**src/include/accel_ctrl_pkg.sv**
```systemverilog
// Constants, field layout and carrier types for the accelerometer pin and power controls.
package accel_ctrl_pkg;

  // ----------------------------------------------------------------------
  // Register offsets
  // ----------------------------------------------------------------------
  localparam logic [7:0] ADDR_PIN2_CONF = 8'h54;
  localparam logic [7:0] ADDR_ROUTING = 8'h58;
  localparam logic [7:0] ADDR_SELF_TEST = 8'h6D;
  localparam logic [7:0] ADDR_PWR_SAVE = 8'h7C;
  localparam logic [7:0] ADDR_PWR_EN = 8'h7D;
  localparam logic [7:0] ADDR_SOFT_RST = 8'h7E;

  // ----------------------------------------------------------------------
  // Field positions and writable masks
  // ----------------------------------------------------------------------
  localparam int PIN2_IN_BIT = 4;
  localparam int PIN2_OUT_BIT = 3;
  localparam int PIN2_OD_BIT = 2;
  localparam int PIN2_LVL_BIT = 1;
  localparam int ROUTE2_BASE = 4;
  localparam int ROUTE1_BASE = 0;
  localparam logic [7:0] PIN2_CONF_MASK = 8'h1E;
  localparam logic [7:0] ROUTING_MASK = 8'h77;

  // ----------------------------------------------------------------------
  // Reset values and command codes
  // ----------------------------------------------------------------------
  localparam logic [7:0] PIN2_CONF_RST = 8'h00;
  localparam logic [7:0] ROUTING_RST = 8'h00;
  localparam logic [7:0] ST_OFF = 8'h00;
  localparam logic [7:0] ST_POS = 8'h0D;
  localparam logic [7:0] ST_NEG = 8'h09;
  localparam logic [7:0] PWR_SUSPEND = 8'h03;
  localparam logic [7:0] PWR_ACTIVE = 8'h00;
  localparam logic [7:0] EN_OFF = 8'h00;
  localparam logic [7:0] EN_ON = 8'h04;
  localparam logic [7:0] SOFT_RST_CMD = 8'hB6;
  localparam logic [7:0] READ_ZERO = 8'h00;

  // ----------------------------------------------------------------------
  // Timing
  // ----------------------------------------------------------------------
  localparam int CLK_FREQ_KHZ = 20000;
  localparam int SOFT_RESET_TIME_US = 1000;
  localparam int SOFT_RESET_CYCLES = (SOFT_RESET_TIME_US * CLK_FREQ_KHZ + 999) / 1000;
  localparam int SOFT_CNT_W = 16;

  // ----------------------------------------------------------------------
  // Carrier types
  // ----------------------------------------------------------------------
  typedef struct packed {
    logic wr;
    logic rd;
    logic [7:0] addr;
    logic [7:0] wdata;
  } reg_req_t;

  typedef struct packed {
    logic data_ready;
    logic fifo_watermark;
    logic fifo_full;
  } irq_evt_t;

  typedef struct packed {
    logic output_en;
    logic drive_sel;
    logic polarity;
  } pin_cfg_t;

  typedef enum logic [0:0] {
    SR_IDLE,
    SR_WAIT
  } soft_rst_state_t;

endpackage

```
**src/verilog/accel_pin_power_control.sv**
```systemverilog
// Accelerometer pin routing, self-test, power control and soft-reset register group.
`timescale 1ns/100ps
module accel_pin_power_control
  import accel_ctrl_pkg::*;
#(
  parameter int SOFT_RESET_WAIT = SOFT_RESET_CYCLES,
  parameter logic [15:0] SELF_TEST_OFFSET = 16'h0400
)
(
  input wire logic clk,
  input wire logic sys_rst,
  // Register port: one-cycle strobes in, registered read answer out.
  input reg_req_t reg_req,
  output logic [7:0] reg_rdata,
  output logic reg_rvalid,
  // Event sources and the raw sample stream from the acquisition path.
  input wire logic data_ready_evt,
  input wire logic fifo_full_evt,
  input wire logic [12:0] fifo_fill_bytes,
  input wire logic [12:0] fifo_watermark_level,
  input wire logic [15:0] raw_sample,
  input wire logic raw_sample_valid,
  // Conditioned samples and status.
  output logic [15:0] sample_out,
  output logic sample_valid,
  output logic acquire_en,
  output logic soft_reset_busy,
  // Interrupt pins; the second one can also be read back as an input.
  output logic first_irq_pin,
  input wire logic second_irq_pin_i,
  output logic second_irq_pin_o,
  output logic second_irq_pin_oe,
  output logic second_pin_input_level
);

  // ----------------------------------------------------------------------
  // Helpers
  // ----------------------------------------------------------------------

  // OR of the events whose routing bits are set; shared by both pins.
  // Route bits are ordered data ready, watermark, full, as in the register.
  function automatic logic routed_any(input logic [2:0] route, input irq_evt_t ev);
    routed_any = (route[2] & ev.data_ready) | (route[1] & ev.fifo_watermark)
               | (route[0] & ev.fifo_full);
  endfunction

  // ----------------------------------------------------------------------
  // Register storage
  // ----------------------------------------------------------------------
  // Stored configuration bytes and the soft-reset sequencer state.
  logic [7:0] pin2_conf_r;
  logic [7:0] routing_r;
  logic [7:0] self_test_r;
  logic [7:0] pwr_save_r;
  logic [7:0] pwr_en_r;
  soft_rst_state_t sr_state_r;
  soft_rst_state_t sr_state_nxt;
  logic [SOFT_CNT_W-1:0] sr_cnt_r;
  logic [SOFT_CNT_W-1:0] sr_cnt_nxt;

  // Address decode of a write strobe.
  wire logic wr_pin2 = reg_req.wr && (reg_req.addr == ADDR_PIN2_CONF);
  wire logic wr_routing = reg_req.wr && (reg_req.addr == ADDR_ROUTING);
  wire logic wr_self_test = reg_req.wr && (reg_req.addr == ADDR_SELF_TEST);
  wire logic wr_pwr_save = reg_req.wr && (reg_req.addr == ADDR_PWR_SAVE);
  wire logic wr_pwr_en = reg_req.wr && (reg_req.addr == ADDR_PWR_EN);
  wire logic wr_soft_rst = reg_req.wr && (reg_req.addr == ADDR_SOFT_RST);

  // Only the exact command code starts a reset; other values are dropped.
  // Nothing of the written byte is kept, so the register has no state.
  wire logic soft_cmd = wr_soft_rst && (reg_req.wdata == SOFT_RST_CMD);

  // ----------------------------------------------------------------------
  // Soft-reset sequencer
  // ----------------------------------------------------------------------

  // The sequence does not look at the power registers, so suspend
  // cannot block it. A repeated command during the wait is ignored.
  // The counter starts at zero on the edge after the command, so the
  // restore lands on the edge that ends the last cycle of the wait and
  // busy covers exactly SOFT_RESET_WAIT cycles.
  wire logic sr_last = (sr_cnt_r == SOFT_CNT_W'(SOFT_RESET_WAIT - 1));
  wire logic sr_restore = (sr_state_r == SR_WAIT) && sr_last;

  // Next state: idle waits for the command, wait counts to its end.
  // The default branch pulls an illegal state back to idle.
  always_comb begin
    sr_state_nxt = sr_state_r;
    sr_cnt_nxt = sr_cnt_r;
    case (sr_state_r)
      SR_IDLE: begin
        sr_cnt_nxt = '0;
        if (soft_cmd) begin
          sr_state_nxt = SR_WAIT;
        end
      end
      SR_WAIT: begin
        sr_cnt_nxt = sr_cnt_r + SOFT_CNT_W'(1);
        if (sr_last) begin
          sr_state_nxt = SR_IDLE;
          sr_cnt_nxt = '0;
        end
      end
      default: begin
        sr_state_nxt = SR_IDLE;
        sr_cnt_nxt = '0;
      end
    endcase
  end

  // Sequencer state.
  always_ff @(posedge clk or posedge sys_rst) begin
    if (sys_rst) begin
      sr_state_r <= SR_IDLE;
      sr_cnt_r <= '0;
    end else begin
      sr_state_r <= sr_state_nxt;
      sr_cnt_r <= sr_cnt_nxt;
    end
  end

  assign soft_reset_busy = (sr_state_r == SR_WAIT);

  // ----------------------------------------------------------------------
  // Configuration registers
  // ----------------------------------------------------------------------

  // Restore beats a host write landing in the same cycle, since the
  // command promises every setting returns to its reset value. Each
  // register has its own short process; a write strobe only touches
  // the register that its address selects.

  // Second pin configuration: only the documented bits are stored.
  always_ff @(posedge clk or posedge sys_rst) begin
    if (sys_rst) begin
      pin2_conf_r <= PIN2_CONF_RST;
    end else if (sr_restore) begin
      pin2_conf_r <= PIN2_CONF_RST;
    end else if (wr_pin2) begin
      pin2_conf_r <= reg_req.wdata & PIN2_CONF_MASK;
    end
  end

  // Event routing: the two reserved bits are never stored.
  always_ff @(posedge clk or posedge sys_rst) begin
    if (sys_rst) begin
      routing_r <= ROUTING_RST;
    end else if (sr_restore) begin
      routing_r <= ROUTING_RST;
    end else if (wr_routing) begin
      routing_r <= reg_req.wdata & ROUTING_MASK;
    end
  end

  // Self-test code: kept until the host writes another code or a soft reset restores the off code.
  always_ff @(posedge clk or posedge sys_rst) begin
    if (sys_rst) begin
      self_test_r <= ST_OFF;
    end else if (sr_restore) begin
      self_test_r <= ST_OFF;
    end else if (wr_self_test) begin
      self_test_r <= reg_req.wdata;
    end
  end

  // Power-save code: the full byte is kept; only the active code wakes it.
  always_ff @(posedge clk or posedge sys_rst) begin
    if (sys_rst) begin
      pwr_save_r <= PWR_SUSPEND;
    end else if (sr_restore) begin
      pwr_save_r <= PWR_SUSPEND;
    end else if (wr_pwr_save) begin
      pwr_save_r <= reg_req.wdata;
    end
  end

  // Enable code: the full byte is kept; only the on code switches on.
  always_ff @(posedge clk or posedge sys_rst) begin
    if (sys_rst) begin
      pwr_en_r <= EN_OFF;
    end else if (sr_restore) begin
      pwr_en_r <= EN_OFF;
    end else if (wr_pwr_en) begin
      pwr_en_r <= reg_req.wdata;
    end
  end

  // ----------------------------------------------------------------------
  // Read port
  // ----------------------------------------------------------------------

  // Reserved bits read zero because they are never stored.
  // A read in the same cycle as a write returns the value before it.
  logic [7:0] rd_mux;
  always_comb begin
    case (reg_req.addr)
      ADDR_PIN2_CONF: rd_mux = pin2_conf_r;
      ADDR_ROUTING: rd_mux = routing_r;
      ADDR_SELF_TEST: rd_mux = self_test_r;
      ADDR_PWR_SAVE: rd_mux = pwr_save_r;
      ADDR_PWR_EN: rd_mux = pwr_en_r;
      ADDR_SOFT_RST: rd_mux = READ_ZERO;
      default: rd_mux = READ_ZERO;
    endcase
  end

  // Read data is registered one cycle after the strobe.
  always_ff @(posedge clk or posedge sys_rst) begin
    if (sys_rst) begin
      reg_rdata <= READ_ZERO;
      reg_rvalid <= 1'b0;
    end else begin
      reg_rvalid <= reg_req.rd;
      if (reg_req.rd) begin
        reg_rdata <= rd_mux;
      end
    end
  end

  // ----------------------------------------------------------------------
  // Power and self-test decode
  // ----------------------------------------------------------------------

  // Only the exact codes count; anything else keeps the safe state.
  // Acquisition also stops during the soft-reset wait; the registered acquire_en falls one cycle after busy rises.
  wire logic mode_active = (pwr_save_r == PWR_ACTIVE);
  wire logic accel_on = (pwr_en_r == EN_ON);
  wire logic st_pos = (self_test_r == ST_POS);
  wire logic st_neg = (self_test_r == ST_NEG);
  wire logic acquire_nxt = mode_active && accel_on && !soft_reset_busy;

  // Steady offset, not a pulse: it holds as long as the code stays.
  // The sum wraps at 16 bits; no saturation is applied near full scale.
  wire logic [15:0] st_offset = st_pos ? SELF_TEST_OFFSET
                              : (st_neg ? (16'h0000 - SELF_TEST_OFFSET) : 16'h0000);
  wire logic [15:0] sample_nxt = raw_sample + st_offset;

  // Sample path: nothing is captured while suspended or switched off.
  always_ff @(posedge clk or posedge sys_rst) begin
    if (sys_rst) begin
      acquire_en <= 1'b0;
      sample_valid <= 1'b0;
      sample_out <= 16'h0000;
    end else begin
      acquire_en <= acquire_nxt;
      sample_valid <= acquire_nxt && raw_sample_valid;
      if (acquire_nxt && raw_sample_valid) begin
        sample_out <= sample_nxt;
      end
    end
  end

  // ----------------------------------------------------------------------
  // Interrupt routing
  // ----------------------------------------------------------------------
  // Event sources gathered in one word; the watermark compare works on
  // bytes, and a level of zero keeps that event permanently active.
  irq_evt_t events;
  assign events.data_ready = data_ready_evt;
  assign events.fifo_watermark = (fifo_fill_bytes >= fifo_watermark_level);
  assign events.fifo_full = fifo_full_evt;

  // Each pin shows the OR of its routed events; the shared function keeps
  // the two decodes identical.
  wire logic pin1_active = routed_any(routing_r[ROUTE1_BASE +: 3], events);
  wire logic pin2_active = routed_any(routing_r[ROUTE2_BASE +: 3], events);

  // The first pin's own configuration lives elsewhere; it is driven
  // here as a plain active-high level.
  always_ff @(posedge clk or posedge sys_rst) begin
    if (sys_rst) begin
      first_irq_pin <= 1'b0;
    end else begin
      first_irq_pin <= pin1_active;
    end
  end

  // Output stage settings of the second pin, taken from its register.
  pin_cfg_t pin2_cfg;
  assign pin2_cfg.output_en = pin2_conf_r[PIN2_OUT_BIT];
  assign pin2_cfg.drive_sel = pin2_conf_r[PIN2_OD_BIT];
  assign pin2_cfg.polarity = pin2_conf_r[PIN2_LVL_BIT];

  // The stage registers level and enable together, so the pin never
  // drives a half-updated value.
  irq_pin_driver u_pin2 (
    .clk(clk),
    .sys_rst(sys_rst),
    .active(pin2_active),
    .cfg(pin2_cfg),
    .pin_o(second_irq_pin_o),
    .pin_oe(second_irq_pin_oe)
  );

  // Input use of the second pin: level passed on only when enabled.
  // The pin is taken as synchronous to the clock, so no extra flops
  // are spent on it.
  always_ff @(posedge clk or posedge sys_rst) begin
    if (sys_rst) begin
      second_pin_input_level <= 1'b0;
    end else begin
      second_pin_input_level <= pin2_conf_r[PIN2_IN_BIT] & second_irq_pin_i;
    end
  end

endmodule

```
**src/verilog/irq_pin_driver.sv**
```systemverilog
// Output stage of one interrupt pin: polarity, push-pull or open-drain, registered.
`timescale 1ns/100ps
module irq_pin_driver
  import accel_ctrl_pkg::*;
(
  input wire logic clk,
  input wire logic sys_rst,
  input wire logic active,
  input pin_cfg_t cfg,
  output logic pin_o,
  output logic pin_oe
);

  // Electrical level and enable for the wanted logical state.
  // Open-drain only pulls while active, so the line floats back when idle.
  wire logic level_nxt = cfg.polarity ? active : ~active;
  wire logic od_drive = cfg.polarity ? 1'b1 : 1'b0;
  wire logic pin_o_nxt = cfg.drive_sel ? od_drive : level_nxt;
  wire logic pin_oe_nxt = cfg.output_en & (~cfg.drive_sel | active);

  // Registered so the pin never shows decode glitches.
  always_ff @(posedge clk or posedge sys_rst) begin
    if (sys_rst) begin
      pin_o <= 1'b0;
      pin_oe <= 1'b0;
    end else begin
      pin_o <= pin_o_nxt;
      pin_oe <= pin_oe_nxt;
    end
  end

endmodule

```
**config.mk**
```make
export PLATFORM = sky130hd
export DESIGN_NAME = accel_pin_power_control
export DESIGN_NICKNAME = d
export VERILOG_FILES = /design/src/include/accel_ctrl_pkg.sv /design/src/verilog/accel_pin_power_control.sv /design/src/verilog/irq_pin_driver.sv
export SDC_FILE = /design/constraint.sdc
export NUM_CORES = 1
export LEC_CHECK = 0
export BUFFER_PORTS_ARGS = -buffer_cell sky130_fd_sc_hd__buf_2
export CORE_MARGIN = 2
export CORE_UTILIZATION = 40
export CTS_BUF_LIST = sky130_fd_sc_hd__clkbuf_8
export DETAILED_ROUTE_END_ITERATION = 10
export MAX_ROUTING_LAYER = met4
export SLEW_MARGIN = 25
export SYNTH_ARGS = -nofsm -noshare
export SYNTH_HDL_FRONTEND = slang
export SYNTH_HIERARCHICAL = 1
export SYNTH_SLANG_ARGS = --single-unit
```
**constraint.sdc**
```tcl
create_clock -name clk -period 3 [get_ports clk]
set_input_delay 0.6 -clock clk [delete_from_list [all_inputs] [get_ports clk]]
set_output_delay 0.6 -clock clk [all_outputs]
set_load 0.01 [all_outputs]
```
==> metrics.md <==
| Metric | Value |
|---|---|
| Status | finished clean |
| Largest net degree at the start of global routing | 45 |
| Post-synthesis mux area share | 7.81% |
| Layout cells sized above 1 | 29.2% |
| Total CTS buffers | 9 |
| Syn Inst Count | 430 |
| Commonest non-fill, non-tap cells in the layout | buf_2 (97), dfrtp_1 (80), nand2_1 (40), a21oi_1 (40), nor2_1 (38) |
| Compound-Gate Fraction of Synth Area | 11.4% |
| CTS Buffer Depth | 2 |
| VDD IR max | 0.169 mV |
| Path depth of the worst reg2reg path | 8 |
| Critical R2R Launch | self_test_r[4]$_DFFE_PP0P_ |
| CTS tree | built |
| Critical Path End | sample_out[15]$_DFFE_PP0P_ |
| Largest family of logic cells by synthesized area | simple AND/OR/NAND/NOR gates |
| Worst setup path startpoint | self_test_r[4]$_DFFE_PP0P_ |
| Setup TNS | 0 ps |
| Synth Flop Type | dfrtp_1 |
| Post-DP HPWL | 7860 um |
| First-pass GRT wire length | 17100 um |
| Setup Skew | 8.66 ps |
| Synthesized flop and latch total | 82 |
| Synth Warn # | 6 |
| Commonest non-fill, non-tap cell in the layout | buf_2 |
| Die width | 108 um |
| GP Congestion | 0.877 |
| Syn avg cell area | just over 10 sq um |
| Fin nets | 613 |
| # Post-CTS Setup Buffers | 0 |
| R2r endpoint | sample_out[15]$_DFFE_PP0P_ |
| MaxCap Viol Count | 0 |
| CP required | 3250 ps |
| Via density | 5.25 |
| Post-CTS Hold Buffers | 0 |
| Crit share post-route | 89.3% |
| Crit path max fanout | 6 |
| Final hold violation count | 0 |
| Antenna cells | 0 |
| Post-layout min period | between 2000 and 3000 ps |
| Netlist cell types | about 60 |
| Row count | 38 |
| Leakage | ~2.6 nW |
| Clock Pin Slew Worst Setup and Hold Paths | 90 ps |
| Final setup violation count | 0 |
| WL per Instance | around 16 um |
| Post-DRT Antenna Nets | 0 |
| Flop pwr share | ~48% |
| RSZ-0062 raised after global routing | no |
| GRT Util Overall | 19.6% |
| Clock power share | 42.9% |
| Hold Crit Class | primary input to async pin |
| Xor/xnor share of the synthesized area | around 4.0% |
| Tot Pwr | between 0.002 and 0.0025 W |
| Clock Tree Root | clkbuf_8 |
| Synth Cell Area | 4360 sq um |
| Switching pwr | 0.000554 W |
| Register area | 2050 sq um |
| Gate power share | 9.1% |
| Initial antenna violation count | 0 |
| Pwr Density | ~460 nW/um^2 |
| Post-synthesis simple-gate area fraction | between 10% and 20% |
| EDFF count, synth | 0 |
| Total global routing overflow | 0 |
| CP Capture Type | register |
| Flop-to-flop setup slack | around 320 ps |
| Worst Tran Pin Value | 673 ps |
| H-tree Lvls | 3 |
| Vias in the first global route | between 3000 and 4000 |
| Core area | between 10000 and 15000 sq um |
| IO Pins | 98 |
| PostCTS Resize Cnt | 0 |
| Initial drt markers | 156 |
| Vias | 3521 |
| DR DRC count | 0 |
| Worst skew pair latency | 360 ps |
| FFs w/ async S/R, synth | 100% |
| Setup CP Type | register to register |
| Initial core utilization | 40.5% |
| Adder-Cell Fraction of Synth Area | 5.92% |
| # port buffers | 97 |
| Critical path arrival | 2930 ps |
| Sw frac | 23.0% |
| TritonRoute pass-1 iters | 5 |
| Crit path launch type | register |
| Routed WL | 10600 um |
| Final slew viol count | 0 |
| Die height | 108 um |
| Sequential fraction of the synthesis area | 47.2% |
| Full die area | 11700 sq um |
| Max_slew headroom | 55.2% |
| Multi-input logic area | 2110 sq um |
| Max frequency | 0.373 GHz |
| Area Growth Syn to Fin | 19.9% |
| CTS sink count | 82 |
| Filler Cell Count | 1067 |
| Syn_nets | 516 |
| Pint | 0.00186 W |
-- routing by layer --
metal | GRT usage (%) | routed length [um]
met2 | 32.7 | 5370
met1 | 23.2 | 4410
met5 | - | 0
met4 | 9.07 | 228
met3 | 3.13 | 560
-- Yosys cell counts (7+ instances only) --
cell type  instances  area (sq um)
dfrtp_1           80          2000
a21oi_1           40           200
nand2_1           40           150
nor2_1            38           143
nand3_1           33           165
inv_1             23          86.3
ha_1              19           238
xor2_1            11          96.3
mux2_4            10           150
mux2i_1           10           100
clkbuf_1           9          33.8
xnor2_1            9          78.8
mux2_2             8          90.1
a22oi_1            7          52.6
-- power groups by stage --
stage | combinational, W | clock, W | sequential (W)
4_1_cts | 0.000223 | 0.00105 | 0.00116
6_report | 0.000219 | 0.00103 | 0.00116
2_1_floorplan | 0.000122 | 0 | 0.00118
3_5_place_dp | 0.000222 | 0 | 0.00118
3_3_place_gp | 0.000215 | 0 | 0.00118
5_1_grt | 0.000248 | 0.00110 | 0.00116
-- worst min path at each step --
stage	endpoint	startpoint	depth (start not counted)	slack, ps
3_3_place_gp	u_pin2/pin_o$_DFF_PP0_	sys_rst	2	470
5_1_grt	u_pin2/pin_oe$_DFF_PP0_	sys_rst	2	100
4_1_cts	u_pin2/pin_oe$_DFF_PP0_	sys_rst	2	80
6_report	u_pin2/pin_oe$_DFF_PP0_	sys_rst	2	100
2_1_floorplan	u_pin2/pin_o$_DFF_PP0_	sys_rst	1	340
3_5_place_dp	u_pin2/pin_oe$_DFF_PP0_	sys_rst	2	470
-- stage by stage --
stage / setup WS, ps / instance area, sq um / hold slack, ps / instances / utilization, %
6_report: 320 / 5220 / 95.3 / 671 / 48.6
5_1_grt: 150 / 5220 / 103 / 671 / 48.6
3_5_place_dp: 324 / 4970 / 472 / 656 / 46.3
2_1_floorplan: 352 / 4360 / 341 / 430 / -
3_3_place_gp: 388 / 4970 / 466 / 656 / 46.3
4_1_cts: 312 / 5220 / 76.7 / 671 / 48.6
-- final cells by class --
| cell class | count | share of cell area [%] |
|---|---|---|
| Multi-Input combinational cell | 308 | 40.4 |
| Sequential cell | 82 | 39.3 |
| Timing Repair Buffer | 103 | 10.4 |
| Tap cell | 140 | 3.35 |
| Clock inverter | 6 | 2.49 |
| Clock buffer | 9 | 2.37 |
| Inverter | 23 | 1.68 |
-- critical path: stages (launching register included) --
cell and delay (ps):
dfrtp_1 400, or4b_2 730, nor4_4 370, ha_1 330
a211oi_1 240, o21bai_1 110, a21oi_1 180, xnor2_1 130
a21oi_1 80
-- registers in the layout (all words and copies together), names as in the netlist --
signal                  count
sample_out                 16
sr_cnt_r                   16
pwr_en_r                    8
pwr_save_r                  8
reg_rdata                   8
self_test_r                 8
routing_r                   6
pin2_conf_r                 4
acquire_en                  1
first_irq_pin               1
reg_rvalid                  1
sample_valid                1
second_pin_input_level      1
soft_reset_busy             1
u_pin2/pin_o                1
u_pin2/pin_oe               1
-- cells by family after synthesis --
kind of cell | count (synthesis)
compound gates | 79
xor+xnor | 20
fa+ha+maj | 20
buf+inv | 40
flops | 82
mux | 28
simple gates | 161
No activity file was read; power rests on OpenSTA's default activity.
